--- src/bhdp_defines.vh ---
// constants for the blit engine host data port
`ifndef BHDP_DEFINES_VH
`define BHDP_DEFINES_VH
`define BHDP_RESTORE_BIT 0
`define BHDP_RUN_BIT 4
`define BHDP_LANE3 3
`define BHDP_BYTE_LSB 0
`define BHDP_BYTE_MSB 1
`define BHDP_BIT_MSB 4
`define BHDP_ROUTE_MEM 2'h0
`define BHDP_ROUTE_SRC_HOST 2'h1
`define BHDP_ROUTE_MIX_HOST 2'h2
`define BHDP_DIR_INC 1'h0
`define BHDP_ZERO16 16'h0000
`define BHDP_ZERO32 32'h00000000
`define BHDP_ONES32 32'hffffffff
`define BHDP_STEP 32'h00000004
`define BHDP_ROP_NOP 8'haa
`endif

--- src/bhdp_rop.v ---
// three-input raster operation selected per pixel by the mix bit
`timescale 1ns/1ps
`default_nettype none
module bhdp_rop
(
  // operands
  input wire [7:0] src,
  input wire [7:0] pat,
  input wire [7:0] dst,
  input wire mix,
  // operation codes
  input wire [7:0] fg_rop,
  input wire [7:0] bg_rop,
  // result
  output reg [7:0] res
);
  integer i;
  reg [7:0] rop;
  // each result bit indexes the rop truth table by pattern, source, destination
  always @*
  begin
    rop = mix ? fg_rop : bg_rop;
    res = 8'h00;
    for (i = 0; i < 8; i = i + 1)
    begin
      res[i] = rop[{pat[i], src[i], dst[i]}];
    end
  end
endmodule
`default_nettype wire

--- src/bhdp_top.v ---
// host data port of the drawing engine: queue, working state, routing, alignment
// Function
// - queued registers keep their values after transfer into working state.
// - only working state reads back; restore bit 0 copies queue to working state.
// - working map addresses advance; finish pointing at next scan line start.
// - horizontal and vertical positions clear to zero at each start.
// - source and pattern addresses advance only if the rop (or, for source, host source) uses that map; destination always advances.
// - source address low two bits drive the byte rotator for host source.
// - mix address low five bits drive the bit rotator for host mix.
// - destination route select sends result to memory or host.
// - input route select picks mix and source origin; mix fixed one for host source with mix map disabled.
// - pattern from memory; three-input rop chosen per pixel by mix bit.
// - only the two lowest aperture address bits are decoded.
// - rotation derived from source and destination address relation.
// - unaligned out-of-order doubleword write is detected and discarded.
// - host mix lsb first when increasing, msb first when decreasing.
// - write status bit shows room for another data write.
// - with sync enable, wait is held while the data queue is full.
// - a write touching destination address byte lane 3 starts an operation.
// - engine runs only while run enable bit 4 is set.
// - at start queue goes full, copies to working state, then empty.
`timescale 1ns/1ps
`default_nettype none
`include "bhdp_defines.vh"
module bhdp_top
#(
  parameter CW = 12
)
(
  // clock and reset
  input wire sys_clk,
  input wire arst_n,
  // queued register writes from host
  input wire q_wr,
  input wire [3:0] q_be,
  input wire [1:0] q_sel,
  input wire [31:0] q_wdata,
  input wire op_state_wr,
  input wire [7:0] op_state_wdata,
  // queued configuration values
  input wire [31:0] q_mix_addr,
  input wire [31:0] q_pat_addr,
  input wire [31:0] q_src_addr,
  input wire [15:0] q_mix_offset,
  input wire [15:0] q_pat_offset,
  input wire [15:0] q_src_offset,
  input wire [15:0] q_dst_offset,
  input wire [CW-1:0] horizontal_count,
  input wire [CW-1:0] vertical_count,
  input wire [7:0] q_fg_rop,
  input wire [7:0] q_bg_rop,
  input wire destination_route_select,
  input wire [1:0] input_route_select,
  input wire mix_map_enable,
  input wire x_dir,
  input wire sync_enable,
  // host aperture data writes
  input wire ap_wr,
  input wire [1:0] ap_addr,
  input wire [3:0] ap_be,
  input wire [31:0] ap_wdata,
  input wire ap_split,
  // display memory data
  input wire [7:0] mem_src,
  input wire [7:0] mem_pat,
  input wire [7:0] mem_dst,
  input wire mem_mix,
  // results and status
  output reg [7:0] mem_wdata,
  output reg mem_we,
  output reg [7:0] host_rdata,
  output reg host_rvalid,
  output reg busy,
  output reg write_status,
  output reg bus_wait,
  output reg write_fault,
  output reg [31:0] wk_mix_addr,
  output reg [31:0] wk_pat_addr,
  output reg [31:0] wk_src_addr,
  output reg [31:0] wk_dst_addr,
  output reg [CW-1:0] x_pos,
  output reg [CW-1:0] y_pos,
  output reg [1:0] byte_rot,
  output reg [4:0] bit_rot
);
  localparam ST_IDLE = 2'h0;
  localparam ST_RUN = 2'h1;
  localparam SEL_DST = 2'h3;
  reg [31:0] q_dst_q, data_q, line_mix_q, line_pat_q, line_src_q, line_dst_q;
  reg [1:0] st_q, lane_q, input_route_select_q;
  reg run_en_q, qfull_q, destination_route_select_q, mix_map_enable_q, xdir_q;
  reg [3:0] data_v_q;
  reg [4:0] mix_bit_q;
  reg [7:0] fg_q, bg_q;
  wire [7:0] rop_res;
  // whether a rop code depends on a given operand
  function uses;
    input [7:0] r;
    input [1:0] which;
    begin
      case (which)
        2'h0: uses = (r[7:4] != r[3:0]);
        2'h1: uses = ({r[7:6], r[3:2]} != {r[5:4], r[1:0]});
        default: uses = ({r[6], r[4], r[2], r[0]} != {r[7], r[5], r[3], r[1]});
      endcase
    end
  endfunction

  // stored queue entry (destination address only lives here; others are ports)
  wire start = q_wr && (q_sel == SEL_DST) && q_be[`BHDP_LANE3];
  wire restore = op_state_wr && op_state_wdata[`BHDP_RESTORE_BIT];
  wire host_src = (input_route_select_q == `BHDP_ROUTE_SRC_HOST);
  wire host_mix = (input_route_select_q == `BHDP_ROUTE_MIX_HOST);
  wire host_feed = host_src || host_mix;
  wire cur_byte_v = data_v_q[lane_q];
  wire stall = host_feed && !cur_byte_v;
  wire advance = (st_q == ST_RUN) && run_en_q && !stall;
  wire last_x = (x_pos == horizontal_count);
  wire last_y = (y_pos == vertical_count);
  wire [7:0] src_byte = host_src ? data_q[lane_q*8 +: 8] : mem_src;
  // a start takes its destination from the write itself, not the stale queue entry
  wire [1:0] dst_lo = start ? q_wdata[`BHDP_BYTE_MSB:0] : q_dst_q[`BHDP_BYTE_MSB:0];
  // mix source: host bit, memory, or fixed one
  wire mix_bit = host_mix ? data_q[mix_bit_q] :
    ((host_src && !mix_map_enable_q) ? 1'b1 : mem_mix);
  bhdp_rop u_rop
  (
    .src(src_byte),
    .pat(mem_pat),
    .dst(mem_dst),
    .mix(mix_bit),
    .fg_rop(fg_q),
    .bg_rop(bg_q),
    .res(rop_res)
  );
  // queue holding register; kept after transfer so partial reloads work
  always @(posedge sys_clk or negedge arst_n)
  begin
    if (!arst_n)
      q_dst_q <= `BHDP_ZERO32;
    else if (q_wr && q_sel == SEL_DST)
      q_dst_q <= q_wdata;
  end
  // run enable, queue flag and engine sequencing
  always @(posedge sys_clk or negedge arst_n)
  begin
    if (!arst_n)
    begin
      st_q <= ST_IDLE;
      run_en_q <= 1'b0;
      qfull_q <= 1'b0;
      busy <= 1'b0;
    end
    else
    begin
      if (op_state_wr)
        run_en_q <= op_state_wdata[`BHDP_RUN_BIT];
      // queue full only in the transfer cycle, then empty again
      qfull_q <= start;
      case (st_q)
        ST_IDLE:
          if (start)
          begin
            st_q <= ST_RUN;
            busy <= 1'b1;
          end
        ST_RUN:
          if (advance && last_x && last_y)
          begin
            st_q <= ST_IDLE;
            busy <= 1'b0;
          end
        default:
          st_q <= ST_IDLE;
      endcase
    end
  end
  // working state: loaded at start or restore, walked during the operation
  always @(posedge sys_clk or negedge arst_n)
  begin
    if (!arst_n)
    begin
      wk_mix_addr <= `BHDP_ZERO32;
      wk_pat_addr <= `BHDP_ZERO32;
      wk_src_addr <= `BHDP_ZERO32;
      wk_dst_addr <= `BHDP_ZERO32;
      line_mix_q <= `BHDP_ZERO32;
      line_pat_q <= `BHDP_ZERO32;
      line_src_q <= `BHDP_ZERO32;
      line_dst_q <= `BHDP_ZERO32;
      x_pos <= {CW{1'b0}};
      y_pos <= {CW{1'b0}};
      fg_q <= `BHDP_ROP_NOP;
      bg_q <= `BHDP_ROP_NOP;
      destination_route_select_q <= 1'b0;
      input_route_select_q <= `BHDP_ROUTE_MEM;
      mix_map_enable_q <= 1'b0;
      xdir_q <= `BHDP_DIR_INC;
      byte_rot <= 2'h0;
      bit_rot <= 5'h00;
    end
    else if ((start && st_q == ST_IDLE) || restore)
    begin
      wk_mix_addr <= q_mix_addr;
      wk_pat_addr <= q_pat_addr;
      wk_src_addr <= q_src_addr;
      wk_dst_addr <= start ? q_wdata : q_dst_q;
      line_mix_q <= q_mix_addr;
      line_pat_q <= q_pat_addr;
      line_src_q <= q_src_addr;
      line_dst_q <= start ? q_wdata : q_dst_q;
      x_pos <= {CW{1'b0}};
      y_pos <= {CW{1'b0}};
      fg_q <= q_fg_rop;
      bg_q <= q_bg_rop;
      destination_route_select_q <= destination_route_select;
      input_route_select_q <= input_route_select;
      mix_map_enable_q <= mix_map_enable;
      xdir_q <= x_dir;
      // byte rotation from source/destination alignment, bit rotation from the mix address
      byte_rot <= q_src_addr[`BHDP_BYTE_MSB:0] - dst_lo;
      bit_rot <= q_mix_addr[`BHDP_BIT_MSB:0];
    end
    else if (advance)
    begin
      if (last_x)
      begin
        // next scan line start; after the last line this is the final pointer
        x_pos <= {CW{1'b0}};
        y_pos <= y_pos + 1'b1;
        if (uses(fg_q, 2'h1) || uses(bg_q, 2'h1) || host_src)
        begin
          line_src_q <= line_src_q + {`BHDP_ZERO16, q_src_offset};
          wk_src_addr <= line_src_q + {`BHDP_ZERO16, q_src_offset};
        end
        if (uses(fg_q, 2'h0) || uses(bg_q, 2'h0))
        begin
          line_pat_q <= line_pat_q + {`BHDP_ZERO16, q_pat_offset};
          wk_pat_addr <= line_pat_q + {`BHDP_ZERO16, q_pat_offset};
        end
        if (host_mix || (mix_map_enable_q && !host_src) || input_route_select_q == `BHDP_ROUTE_MEM)
        begin
          line_mix_q <= line_mix_q + {`BHDP_ZERO16, q_mix_offset};
          wk_mix_addr <= line_mix_q + {`BHDP_ZERO16, q_mix_offset};
        end
        line_dst_q <= line_dst_q + {`BHDP_ZERO16, q_dst_offset};
        wk_dst_addr <= line_dst_q + {`BHDP_ZERO16, q_dst_offset};
      end
      else
      begin
        x_pos <= x_pos + 1'b1;
        if (uses(fg_q, 2'h1) || uses(bg_q, 2'h1) || host_src)
          wk_src_addr <= xdir_q ? wk_src_addr - 1'b1 : wk_src_addr + 1'b1;
        if (uses(fg_q, 2'h0) || uses(bg_q, 2'h0))
          wk_pat_addr <= xdir_q ? wk_pat_addr - 1'b1 : wk_pat_addr + 1'b1;
        wk_dst_addr <= xdir_q ? wk_dst_addr - 1'b1 : wk_dst_addr + 1'b1;
      end
    end
  end
  // host data holding word: bytes land by byte enables ap_be only
  always @(posedge sys_clk or negedge arst_n)
  begin
    if (!arst_n)
    begin
      data_q <= `BHDP_ZERO32;
      data_v_q <= 4'h0;
      lane_q <= 2'h0;
      mix_bit_q <= 5'h00;
      write_fault <= 1'b0;
    end
    else
    begin
      write_fault <= 1'b0;
      if (start)
      begin
        lane_q <= q_src_addr[`BHDP_BYTE_MSB:0];
        mix_bit_q <= input_route_select == `BHDP_ROUTE_MIX_HOST && x_dir ?
          5'h1f - q_mix_addr[`BHDP_BIT_MSB:0] : q_mix_addr[`BHDP_BIT_MSB:0];
        data_v_q <= 4'h0;
      end
      else if (ap_wr && ap_split && (&ap_be) && ap_addr != 2'h0)
        write_fault <= 1'b1; // discard deadlocking cycle
      else if (ap_wr && write_status)
      begin
        // byte lanes follow ap_be; ap_addr above two bits never reaches here
        data_q <= (data_q & ~{{8{ap_be[3]}}, {8{ap_be[2]}}, {8{ap_be[1]}}, {8{ap_be[0]}}}) |
          (ap_wdata & {{8{ap_be[3]}}, {8{ap_be[2]}}, {8{ap_be[1]}}, {8{ap_be[0]}}});
        data_v_q <= data_v_q | ap_be;
      end
      else if (advance && host_src)
      begin
        data_v_q[lane_q] <= 1'b0;
        lane_q <= lane_q + 1'b1;
      end
      else if (advance && host_mix)
      begin
        // lsb first when increasing, msb first when decreasing
        mix_bit_q <= xdir_q ? mix_bit_q - 1'b1 : mix_bit_q + 1'b1;
        if ((!xdir_q && mix_bit_q[2:0] == 3'h7) || (xdir_q && mix_bit_q[2:0] == 3'h0))
          data_v_q[mix_bit_q[4:3]] <= 1'b0;
      end
    end
  end
  // result routing, flow status and wait generation
  always @(posedge sys_clk or negedge arst_n)
  begin
    if (!arst_n)
    begin
      mem_wdata <= 8'h00;
      mem_we <= 1'b0;
      host_rdata <= 8'h00;
      host_rvalid <= 1'b0;
      write_status <= 1'b1;
      bus_wait <= 1'b0;
    end
    else
    begin
      mem_we <= advance && !destination_route_select_q;
      host_rvalid <= advance && destination_route_select_q;
      if (advance && !destination_route_select_q)
        mem_wdata <= rop_res;
      if (advance && destination_route_select_q)
        host_rdata <= rop_res;
      // room only while nothing pends; a write or start in flight clears it early
      write_status <= (data_v_q == 4'h0) && !qfull_q && !ap_wr && !start;
      bus_wait <= sync_enable && ap_wr && !write_status;
    end
  end
endmodule
`default_nettype wire

--- config.mk ---
export PLATFORM = sky130hd
export DESIGN_NAME = bhdp_top
export DESIGN_NICKNAME = d
export VERILOG_FILES = /design/src/bhdp_rop.v /design/src/bhdp_top.v
export VERILOG_INCLUDE_DIRS = /design/src
export SDC_FILE = /design/constraint.sdc
export NUM_CORES = 1
export LEC_CHECK = 0
export BUFFER_PORTS_ARGS = -buffer_cell sky130_fd_sc_hd__clkbuf_2
export CORE_MARGIN = 4
export CORE_UTILIZATION = 40
export DETAILED_ROUTE_END_ITERATION = 16
export PLACE_DENSITY_LB_ADDON = 0.3
export SLEW_MARGIN = 20
export SYNTH_ARGS = -nofsm -noshare
export SYNTH_HDL_FRONTEND = slang
export SYNTH_SLANG_ARGS = --single-unit
--- constraint.sdc ---
create_clock -name sys_clk -period 7.6 [get_ports sys_clk]
set_input_delay 1.14 -clock sys_clk [delete_from_list [all_inputs] [get_ports sys_clk]]
set_output_delay 1.14 -clock sys_clk [all_outputs]
set_load 0.005 [all_outputs]
# [After elaboration in Yosys (flattened, before gate mapping)]
# Index checks and enable logic that the tools add are counted.
[word_totals] input_bits=321 regBits=377 word_cells=288 out_inout_bits=181
[classes] mux=114 n_bitwise=11 order_cmp=13 addsub=17 shifts=1 n_reduce_logical=80 n_eq_ne=19
[op_table] operator="$mux W32" count=30
[op_table] operator="$add A32 B16 Y32" count=4
[op_table] operator="$add A32 B1 Y32 const B" count=3
[op_table] operator="$sub A32 B1 Y32 const B" count=3
[op_table] operator="$mux W12" count=6
[op_table] operator="$and A32 B32 Y32" count=2
[op_table] operator="$mux W1" count=42
[op_table] operator="$mux W5" count=7
[op_table] operator="$lt A3 B4 Y1 const B" count=8
[op_table] operator="$not A32 Y32" count=1
[op_table] operator="$or A32 B32 Y32" count=1
[op_table] operator="$shiftx A32 B6 Y8" count=1
[op_table] operator="$logic_and A1 B1 Y1" count=29
[op_table] operator="$reduce_and A3 Y1" count=9
[op_table] operator="$add A12 B1 Y12 const B" count=2
[op_table] operator="$bmux W1 S3" count=8
[op_table] operator="$eq A12 B12 Y1" count=2
[op_table] operator="$mux W4" count=6
[op_table] operator="$reduce_bool A2 Y1" count=9
[op_table] operator="$mux W8" count=2
[op_table] operator="$ne A4 B4 Y1" count=4
[op_table] operator="$mux W2" count=7
[op_table] operator="$logic_or A1 B1 Y1" count=11
[op_table] operator="$logic_not A1 Y1" count=10
[op_table] operator="30 further kinds" count=48

# [Longest topological paths before layout]
# Gate-level depths: netlist of run 1.
[logic_depth] depth_word=14 ltp_mapped=13 ltp_nobuf=12

# [Hierarchy]
# From an unflattened synthesis of run 1, not the netlist that was laid out.
[unflattened] cells_unflattened=3176 area_unflattened_um2=27835.4
[by_module_without_submodules] mod="bhdp_top" cells_per_inst=3130 instances=1 area_each_um2=27053.4
[by_module_without_submodules] mod="bhdp_rop" cells_per_inst=46 instances=1 area_each_um2=782.0

# [Worst setup path after synthesis of run 1]
# OpenSTA, ideal clock, no wires.
[synth_path] path_kind="register -> register" startpoint="reg xdir_q" endpoint="reg wk_pat_addr[31]" stages_incl_launch_ff=12 setup_ns=0.124 n_path_buf=0 arrival_ns=4.658 slack_ns=2.818 path_cell_list="dfrtp_1 > ha_1 > a2111oi_0 > o21ai_1 > a31oi_1 > o31ai_2 > a21oi_1 > o21ai_1 > mux2i_1 > a2111oi_0 > a41o_1 > a211o_1"
[synth_between] elab_chain_cells=5
[synth_rtl] item="start: declaration" line_no="bhdp_top.v:91" text="reg run_en_q, qfull_q, destination_route_select_q, mix_map_enable_q, xdir_q;"
[synth_rtl] item="start signal: assignment" line_no="bhdp_top.v:198" text="xdir_q <= `BHDP_DIR_INC;"
[synth_rtl] item="start signal: assignment" line_no="bhdp_top.v:219" text="xdir_q <= x_dir;"
[synth_rtl] item="$mux W32" line_no="bhdp_top.v:255" text="wk_pat_addr <= xdir_q ? wk_pat_addr - 1'b1 : wk_pat_addr + 1'b1;"
[synth_rtl] item="$mux W32" line_no="bhdp_top.v:254" text="if (uses(fg_q, 2'h0) || uses(bg_q, 2'h0))"
[synth_rtl] item="$mux W32" line_no="bhdp_top.v:226" text="if (last_x)"
[synth_rtl] item="$mux W32" line_no="bhdp_top.v:224" text="else if (advance)"
[synth_rtl] item="$mux W32" line_no="bhdp_top.v:202" text="else if ((start && st_q == ST_IDLE) || restore)"
[synth_rtl] item="end signal: assignment" line_no="bhdp_top.v:205" text="wk_pat_addr <= q_pat_addr;"
[synth_rtl] item="end signal: assignment" line_no="bhdp_top.v:239" text="wk_pat_addr <= line_pat_q + {`BHDP_ZERO16, q_pat_offset};"
[synth_rtl] item="end signal: assignment" line_no="bhdp_top.v:255"
[synth_rtl] item="end: declaration" line_no="bhdp_top.v:78" text="output reg [31:0] wk_pat_addr,"
# No other way between the ends. The select of a mux whose other input is x is not followed.
# A chain may end at the register's enable or synchronous reset.

# [Worst setup path after layout of run 1]
[layout_path] startpoint="reg xdir_q" endpoint="reg wk_dst_addr[26]"
[layout_between] elab_chain_cells=4
[layout_rtl] item="$mux W32" line_no="bhdp_top.v:256" text="wk_dst_addr <= xdir_q ? wk_dst_addr - 1'b1 : wk_dst_addr + 1'b1;"
[layout_rtl] item="$mux W32" line_no="bhdp_top.v:226"
[layout_rtl] item="$mux W32" line_no="bhdp_top.v:224"
[layout_rtl] item="$mux W32" line_no="bhdp_top.v:202"
[layout_rtl] item="end signal: assignment" line_no="bhdp_top.v:207" text="wk_dst_addr <= start ? q_wdata : q_dst_q;"
[layout_rtl] item="end signal: assignment" line_no="bhdp_top.v:247" text="wk_dst_addr <= line_dst_q + {`BHDP_ZERO16, q_dst_offset};"
[layout_rtl] item="end signal: assignment" line_no="bhdp_top.v:256"
[layout_rtl] item="end: declaration" line_no="bhdp_top.v:80" text="output reg [31:0] wk_dst_addr,"
# No other way between the ends. The select of a mux whose other input is x is not followed.

==> impl_metrics.py, run 1 <==
metrics = {
    "die": {
        "die_h_um": 269,
        "num_io_pins": 502,
        "core_area_um2": 67400,
        "start_util": 0.405,
        "die-area_um2": 72500,
        "die_w_um": 269,
        "rows": 95,
    },
    "logic_synthesis": {
        "synth_cell_types": 84,
        "synth_enable_flop_cells": 0,
        "synthTopCellsByArea": "dfrtp_1 34%, ha_1 7.7%, nand2_1 6.6%",
        "syn_area_per_cell_um2": 8.60,
        "synthArstFlopShare": 1.00,
        "synth-seq-area-share": 0.344,
        "synth_nets": 3672,
        "syn-cell-area_um2": 27300,
        "ys_dominant_reg_cell": "dfrtp_1",
        "synthCells": 3176,
        "synth-seq-cells": 375,
        "netlist.area_leader.share": 0.336,
        "yosys_warnings": 0,
        "yosysTopAreaCell": "dfrtp_1",
    },
    "pwr": {
        "p_per_area_nw_per_um2": 386,
        "finalPower_mw": 12.5,
        "total_leakage_power_nw": 14.9,
        "ir_drop_uv": 227,
    },
    "route": {
        "dr.pass1.iters": 5,
        "postRouteAntennaNets": 0,
        "drcViolationCount": 0,
        "dr_total_vias": 25979,
        "routedWlPerCell_um": 20.7,
        "drt_iter0_drc": 2008,
        "avgViaCountPerCell": 5.74,
        "finalWirelength_mm": 93.9,
    },
    "sta": {
        "finalSetupTns_ns": 0,
        "rsz0062_at_grt": "no",
        "slew_violations": 0,
        "setup_viol": 0,
        "layout_setup_ws_ns": 3.27,
        "tightest_slew_ns": 1.06,
        "whs_ns": 0.361,
        "period_minus_slack_ns": 4.33,
        "relSlewSlack": 0.292,
        "clock.fmax_ghz": 0.231,
        "finClkSkew_ns": 0.0398,
        "fin_crit_sh": 0.569,
        "hold_viol": 0,
    },
    "clock_network": {
        "cts_resized": 0,
        "clockBufferDepth": 3,
        "cts-root-buf": "clkbuf_16",
        "cts_buffers": 47,
        "h-tree-depth": 2,
        "cts.sinks": 375,
        "post_cts_buffers": 0,
        "clkTransAtPathRegs_ns": 0.07,
        "cts_tree": "built",
        "clock_latency_ns": 0.62,
        "ctsHoldBuffers": 0,
    },
    "place": {
        "port-buffer-count": 492,
        "dp_cells": 4432,
        "gp_routability_congestion": 0.939,
        "place_area_um2": 30700,
        "dp_slack_ns": 2.88,
        "detailed_place_hpwl_mm": 68.8,
    },
    "worst_setup_path": {
        "path_max_fanout": 41,
        "critPathLaunchType": "flop",
        "crit_path_end_kind": "flop",
        "cp_data_arrival_time_ns": 4.81,
        "required_ns": 8.09,
        "worst-setup-path-type": "reg2reg",
    },
    "global_routing": {
        "grt_pass1_wl_mm": 147,
        "grt_use_total": 0.251,
        "grt_pass1_vias": 25638,
        "grt_max_degree": 130,
        "overflow": 0,
        "antenna_found_initial": 17,
    },
    "final_layout": {
        "utilization": 0.480,
        "nNetsFinal": 4104,
        "final_area_um2": 32400,
        "syn2layout_area_growth_pct": 18.6,
        "final_cells": 4528,
        "final_cell_mix": "491 x clkbuf_2, 480 x nand2_1, 365 x dfrtp_1, 265 x a21oi_1, 250 x nor2_1",
        "drive_gt1_frac": 0.207,
        "final_common_cell": "clkbuf_2",
    },
    "worst_hold_path": {
        "hp-class": "reg2reg",
    },
    "run_status": {
        "status": "completed",
    },
    "run": {
        "maxCapViolations": 0,
    },
}
[cells by family (layout without fill, tap and decap cells)]
logic type	Yosys count	in the layout	synth area share
other cells	0	11	0
mux	142	142	0.0718
xor+xnor	254	254	0.0815
compound gates	947	947	0.216
buf+inv	203	671	0.0286
fa+ha+maj	175	175	0.0824
flops	375	375	0.344
simple gates	1080	1080	0.176
[area by class of cell]
class                      instances  area (µm²)
tap                              873        1090
fill                            6607       35000
antenna                           11        27.5
timing repair buffer             527        2760
inverter                          59         221
sequential                       375        9400
clock buffer                      67        1400
clock inverter                    18         289
multi-input combinational       2598       17200
[cell usage after synthesis, types with 8 or more instances]
cell type and number:
nand2_1 480, dfrtp_1 366, a21oi_1 266, nor2_1 254, o21ai_0 204, ha_1 167
xnor2_1 141, clkbuf_1 117, xor2_1 113, nand3_1 81, mux2_2 75, a21o_1 71
nor3_1 69, a31oi_1 63, inv_1 57, o22ai_1 44, a211oi_1 39, nand4_1 37
and3_1 35, o211ai_1 34, o21ai_1 33, mux2i_1 30, mux4_2 30, o21bai_1 30
o21a_1 26, nand2b_1 25, buf_1 23, nor2b_1 21, or3_1 20, nor4_1 12
o31ai_1 12, a211o_1 11, a22oi_1 11, and2_1 10, and4_1 10, dfstp_2 9
nand3b_1 9, o22a_1 9, o311ai_0 9, a221oi_1 8, a311oi_1 8, fa_1 8
[worst max-delay path, stage by stage, from the launching register on]
cell      delay (ns)
dfrtp_4         0.75
buf_4           0.57
ha_1            0.41
a211oi_1        0.35
o211ai_1        0.25
a221o_1         0.39
nand2_1         0.11
o21ai_0         0.10
o31ai_1         0.42
o21ai_0         0.26
xor2_1          0.20
a221oi_1        0.27
nor2_1          0.07
[worst paths after layout]
| kind | from | end | slack (ns) | depth (start not counted) |
|---|---|---|---|---|
| worst max register to register | xdir_q | wk_dst_addr[26] | 3.27 | 12 |
| worst min-delay path | qfull_q | write_status | 0.36 | 1 |
| max in group asynchronous | arst_n | wk_pat_addr[13] | 5.79 | 2 |
| min in group asynchronous | arst_n | line_mix_q[11] | 0.47 | 1 |
| worst min register to register | qfull_q | write_status | 0.36 | 1 |
| worst max-delay path | xdir_q | wk_dst_addr[26] | 3.27 | 12 |
[routing by layer]
metal | wire length (µm) | global-route usage
met1 | 39900 | 0.324
met2 | 45400 | 0.429
met3 | 5100 | 0.0372
met4 | 3380 | 0.0906
met5 | 95 | 0
[power breakdown]
part,switching [mW],internal [mW]
Combinational,3.60,2.93
Clock,0.993,1.46
Sequential,0.796,2.73
[state kept, by name, summed over array words and instances (netlist names), 4 cells and up, named ones only]
| name | count |
|---|---|
| mix_bit_q | 5 |
| wk_dst_addr | 32 |
| fg_q | 8 |
| line_pat_q | 32 |
| line_src_q | 32 |
| line_dst_q | 32 |
| wk_pat_addr | 32 |
| bit_rot | 5 |
| line_mix_q | 32 |
| data_v_q | 4 |
| bg_q | 8 |
| host_rdata | 8 |
| y_pos | 12 |
| x_pos | 12 |
| mem_wdata | 8 |
| q_dst_q | 32 |
| wk_src_addr | 32 |
No activity file was read; power rests on OpenSTA's default activity.
==> run 2: changes to the inputs <==
==> constraint.sdc (replaced) <==
create_clock -name sys_clk -period 4.3 [get_ports sys_clk]
set_input_delay 0.645 -clock sys_clk [delete_from_list [all_inputs] [get_ports sys_clk]]
set_output_delay 0.645 -clock sys_clk [all_outputs]
set_load 0.005 [all_outputs]
==> run 2 against run 1 <==
Net effect:
- sequential power up 78%
- via count rose by 0.72%
- power rose by 76%
- clock skew rose by 0.0027 ns
- first-iteration DRC count shrank 13%
- highest routed layer unchanged
- register-to-register slack got worse by 3.0 ns
- global-route usage decreased by 0.10 points
- count of clock-buffer cells in the layout is 1 lower
==> impl_metrics.py, run 2 (synthesized netlist as in run 1, its figures left out) <==
metrics = {
    "run_status": {
        "status": "completed",
    },
    "die": {
        "die-area_um2": 72500,
        "die_w_um": 269,
        "die_h_um": 269,
        "rows": 95,
        "start_util": 0.405,
        "core_area_um2": 67400,
        "num_io_pins": 502,
    },
    "pwr": {
        "total_leakage_power_nw": 15.0,
        "p_per_area_nw_per_um2": 676,
        "power_frac_clock": 0.188,
        "power_frac_seq": 0.284,
        "intPower_mw": 12.6,
        "power.switching_mw": 9.47,
        "switching_share": 0.430,
        "ir_drop_uv": 445,
        "p_comb_frac": 0.528,
    },
    "place": {
        "gp_routability_congestion": 0.931,
        "port-buffer-count": 492,
        "detailed_place_hpwl_mm": 70.9,
        "dp_cells": 4464,
    },
    "global_routing": {
        "grt_pass1_vias": 25675,
        "grt_pass1_wl_mm": 146,
        "grt_max_degree": 89,
        "antenna_found_initial": 21,
        "grt_use_total": 0.250,
        "overflow": 0,
    },
    "route": {
        "routedWlPerCell_um": 20.5,
        "finalWirelength_mm": 93.5,
        "postRouteAntennaNets": 0,
        "dr_total_vias": 26165,
        "drt_iter0_drc": 1742,
        "drcViolationCount": 0,
        "avgViaCountPerCell": 5.74,
        "dr.pass1.iters": 5,
    },
    "final_layout": {
        "multi_input_area_um2": 17200,
        "final_cells": 4558,
        "nNetsFinal": 4135,
        "drive_gt1_frac": 0.212,
        "final_cell_mix": "491 x clkbuf_2, 480 x nand2_1, 365 x dfrtp_1, 265 x a21oi_1, 250 x nor2_1",
        "final_common_cell": "clkbuf_2",
        "syn2layout_area_growth_pct": 19.4,
        "seq_area_um2": 9400,
        "fill_cells": 6530,
    },
    "worst_setup_path": {
        "endpoint": "mem_wdata[2]",
        "required_ns": 4.77,
        "slowest_stage": "mux4_1",
        "crit_path_end_kind": "flop",
        "cp_data_arrival_time_ns": 4.48,
        "cpMostUsedCell": "o211ai_1",
        "startpoint": "mix_bit_q[0]",
        "r2r_start": "mix_bit_q[0]",
        "reg2reg_slack_ns": 0.30,
        "path_max_fanout": 9,
        "worst-setup-path-type": "reg2reg",
        "critPathMaxStageDelay_ns": 0.67,
        "critPathLaunchType": "flop",
        "r2r_cells": 10,
        "r2r-end": "mem_wdata[2]",
        "crit_chain": "mux4_1 > o211ai_1 > o211ai_1 > nor3_1 > a21o_1 > mux2i_1 > nor2b_1 > a211o_1 > a31oi_1 > mux2_2",
    },
    "sta": {
        "finalSetupTns_ns": 0,
        "slew_violations": 0,
        "finClkSkew_ns": 0.0425,
        "tightest_slew_ns": 1.00,
        "clock.fmax_ghz": 0.250,
        "relSlewSlack": 0.330,
        "setup_viol": 0,
        "fin_crit_sh": 0.931,
        "period_minus_slack_ns": 4.00,
        "hold_viol": 0,
        "rsz0062_at_grt": "no",
    },
    "clock_network": {
        "h-tree-depth": 2,
        "cts_tree": "built",
        "cts.sinks": 375,
        "cts-root-buf": "clkbuf_16",
        "clkTransAtPathRegs_ns": 0.06,
        "cts_resized": 0,
        "cts_buffers": 45,
        "clock_latency_ns": 0.60,
        "clockBufferDepth": 3,
    },
    "run": {
        "maxCapViolations": 0,
    },
    "worst_hold_path": {
        "hp-class": "in2reg",
    },
}
## run 2: area by class of cell
| cell class | instances | share of cell area |
|---|---|---|
| multi-input cells | 2598 | 0.527 |
| diodes | 11 | 0.000844 |
| clock buffers | 66 | 0.0413 |
| repair buffers | 560 | 0.0946 |
| flip-flops and latches | 375 | 0.288 |
| inverters | 59 | 0.00679 |
| clock inverters | 16 | 0.00744 |
| well taps | 873 | 0.0335 |
## run 2: worst min path at each step
stage                           start            to  slack, ns  cells after the start
after floorplan                arst_n     async pin       0.35                      0
after global placement        qfull_q  write_status       0.35                      1
after detailed placement      qfull_q  write_status       0.36                      1
after CTS                 q_fg_rop[1]       fg_q[1]       0.19                      3
after global routing      q_bg_rop[1]       bg_q[1]       0.22                      3
final                     q_fg_rop[1]       fg_q[1]       0.23                      3
## run 2: power by group through the flow
stage	clock network (mW)	registers, mW	logic [mW]
6_report	4.13	6.27	11.6
5_1_grt	4.36	6.44	13.0
4_1_cts	4.23	6.24	11.6
3_5_place_dp	0	6.30	11.5
3_3_place_gp	0	6.26	11.4
2_1_floorplan	0	5.81	8.52
## run 2: per-layer routing
metal	vias to the layer above	track usage	share of wire
li1	12524	-	-
met3	191	0.0449	0.060
met1	12607	0.320	0.42
met2	827	0.419	0.48
met4	16	0.101	0.040
met5	-	0	0.0011
## run 2: per-stage QoR
stage	util	total power, mW	setup WS, ns	hold slack [ns]	instance area, µm²
after detailed placement	0.460	17.8	0.354	0.356	31000
final	0.484	22.0	0.298	0.227	32600
after global placement	0.460	17.7	0.349	0.351	31000
after floorplan	-	14.3	0.386	0.349	27300
after CTS	0.483	22.1	0.328	0.188	32600
after global routing	0.484	23.8	0.0733	0.223	32600
## run 2: timing repair
item | CTS | global route
endpoints found under the hold margin | 46 | 0
hold buffers | 1 | 0
buffers inserted | 0 | 0
endpoints found under the setup margin | 0 | 0
## run 2: worst max-delay path: cells and delay by family (launching register included)
kind / cells / cell delay (ns)
multiplexers: 3 / 1.61
flip-flops: 1 / 0.64
AO/OA/AOI/OAI: 5 / 1.01
AND/OR/NAND/NOR: 2 / 0.61
==> run 3: changes to the inputs <==
--- a/config.mk
+++ b/config.mk
@@ -8,7 +8,7 @@
 export LEC_CHECK = 0
 export BUFFER_PORTS_ARGS = -buffer_cell sky130_fd_sc_hd__clkbuf_2
 export CORE_MARGIN = 4
-export CORE_UTILIZATION = 40
+export CORE_UTILIZATION = 25
 export DETAILED_ROUTE_END_ITERATION = 16
 export PLACE_DENSITY_LB_ADDON = 0.3
 export SLEW_MARGIN = 20
==> run 3 against run 2 <==
Net effect:
- core utilization fell by 17 points
- clock skew shrank 0.0069 ns
- sequential share of layout area shrank 0.69 points
- via count decreased by 1.0%
- maximum frequency rose by 1.3%
- cell count up 12%
- worst setup slack better by 0.053 ns
- critical path depth increased by 2
- sequential power is essentially flat
- sequential cell count unchanged
- global-route usage decreased by 7.2 points
- die area increased by 58%
==> impl_metrics.py, run 3 (synthesized netlist as in run 1, its figures left out) <==
metrics = {
    "final_layout": {
        "final_cell_mix": "491 x clkbuf_2, 479 x nand2_1, 365 x dfrtp_1, 265 x a21oi_1, 250 x nor2_1",
        "fill_cells": 11536,
        "final_area_um2": 33400,
        "syn2layout_area_growth_pct": 22.4,
        "nNetsFinal": 4146,
        "drive_gt1_frac": 0.215,
        "final_common_cell": "clkbuf_2",
    },
    "sta": {
        "finClkSkew_ns": 0.0356,
        "slew_violations": 0,
        "period_minus_slack_ns": 3.95,
        "tightest_slew_ns": 0.981,
        "finalSetupTns_ns": 0,
        "hold_viol": 0,
        "fin_crit_sh": 0.918,
        "relSlewSlack": 0.346,
        "clock.fmax_ghz": 0.253,
        "rsz0062_at_grt": "no",
        "layout_setup_ws_ns": 0.351,
        "setup_viol": 0,
    },
    "pwr": {
        "finalPower_mw": 22.4,
        "power_frac_clock": 0.190,
        "intPower_mw": 12.5,
        "p_comb_frac": 0.530,
        "switching_share": 0.440,
        "power_frac_seq": 0.280,
        "p_per_area_nw_per_um2": 670,
        "ir_drop_uv": 332,
        "total_leakage_power_nw": 15.1,
        "power.switching_mw": 9.86,
    },
    "worst_hold_path": {
        "hp-class": "in2async",
    },
    "die": {
        "rows": 120,
        "die_h_um": 338,
        "die_w_um": 338,
        "core_area_um2": 108000,
        "die-area_um2": 115000,
        "start_util": 0.253,
        "num_io_pins": 502,
    },
    "place": {
        "dp_slack_ns": 0.287,
        "detailed_place_hpwl_mm": 80.5,
        "place_area_um2": 31700,
        "port-buffer-count": 492,
        "gp_routability_congestion": 0.863,
    },
    "clock_network": {
        "clock_latency_ns": 0.65,
        "cts_tree": "built",
        "clockBufferDepth": 3,
        "cts.sinks": 375,
        "h-tree-depth": 2,
        "cts-root-buf": "clkbuf_16",
        "cts_buffers": 49,
        "clkTransAtPathRegs_ns": 0.06,
    },
    "global_routing": {
        "antenna_found_initial": 23,
        "grt_pass1_vias": 25586,
        "grt_pass1_wl_mm": 159,
        "grt_max_degree": 97,
        "overflow": 0,
        "grt_use_total": 0.178,
    },
    "worst_setup_path": {
        "slowest_stage": "dfrtp_4",
        "cp_data_arrival_time_ns": 4.46,
        "critPathTopFamily": "compound AO/OA/AOI/OAI gates",
        "critPathLaunchType": "flop",
        "required_ns": 4.81,
        "crit_path_end_kind": "flop",
        "crit_chain": "buf_12 > fa_1 > a211oi_1 > o211ai_1 > a221o_1 > nand2_1 > o21ai_0 > o31ai_1 > o21ai_0 > a31oi_1 > xor2_1 > o22ai_1",
        "path_max_fanout": 19,
        "worst-setup-path-type": "reg2reg",
        "cpMostUsedCell": "o21ai_0",
        "critPathBufInv": 1,
        "critPathMaxStageDelay_ns": 0.67,
    },
    "route": {
        "dr.pass1.iters": 5,
        "drcViolationCount": 0,
        "postRouteAntennaNets": 0,
        "avgViaCountPerCell": 5.07,
        "routedWlPerCell_um": 20.7,
        "finalWirelength_mm": 106,
        "dr_total_vias": 25900,
        "drt_iter0_drc": 1556,
    },
    "run": {
        "maxCapViolations": 0,
    },
    "run_status": {
        "status": "completed",
    },
}
[run 3: path summary, 6_finish.rpt]
check	from	end	slack [ns]	cells after the start
min in group sys_clk	q_fg_rop[5]	fg_q[5]	0.18	3
max in group asynchronous	arst_n	host_rdata[0]	2.98	2
setup reg to reg	xdir_q	wk_dst_addr[30]	0.35	12
hold / removal	arst_n	wk_dst_addr[8]	0.06	1
hold reg to reg	qfull_q	write_status	0.37	1
setup / recovery	xdir_q	wk_dst_addr[30]	0.35	12
[run 3: area by class of cell]
class                      instances  area [µm²]  area share
tap                             1403        1760      0.0526
timing repair buffer             567        3150      0.0942
clock buffer                      71        1390      0.0416
antenna                           13        32.5    0.000974
sequential                       375        9400       0.281
multi-input combinational       2598       17200       0.515
clock inverter                    21         240     0.00719
inverter                          59         221     0.00663
[run 3: worst reg2reg max path: cells and delay by family, from the launching register on]
family / cells / cell delay (ns)
compound gates: 8 / 2.21
flops: 1 / 0.67
fa+ha+maj: 1 / 0.44
buf+inv: 1 / 0.27
xor+xnor: 1 / 0.16
simple gates: 1 / 0.11
[run 3: what timing repair did]
| action | in CTS | in global routing |
|---|---|---|
| gates resized for setup | 0 | 1 |
| setup buffers | 0 | 1 |
| endpoints found under the setup margin | 0 | 2 |
| hold buffers | 0 | 0 |
[run 3: layer usage]
layer	up-vias	wire [µm]	global-route usage
li1	12528	-	-
met1	12554	46700	0.232
met2	685	49500	0.293
met3	125	6660	0.0400
met4	8	3030	0.0537
met5	-	56	0
[run 3: power by group through the flow]
stage	clock network (mW)	logic, mW	registers [mW]
after global placement	0	11.7	6.29
after CTS	4.40	11.9	6.26
final	4.26	11.9	6.26
after detailed placement	0	11.8	6.31
after floorplan	0	8.52	5.81
after global routing	4.53	13.3	6.44
[run 3: through the flow]
| step | hold WS (ns) | util | cells |
|---|---|---|---|
| final | 0.0646 | 0.310 | 5107 |
| after global routing | 0.107 | 0.310 | 5099 |
| after CTS | 0.0577 | 0.309 | 5093 |
| after detailed placement | 0.359 | 0.294 | 5001 |
| after floorplan | 0.349 | - | 3176 |
| after global placement | 0.353 | 0.294 | 5001 |
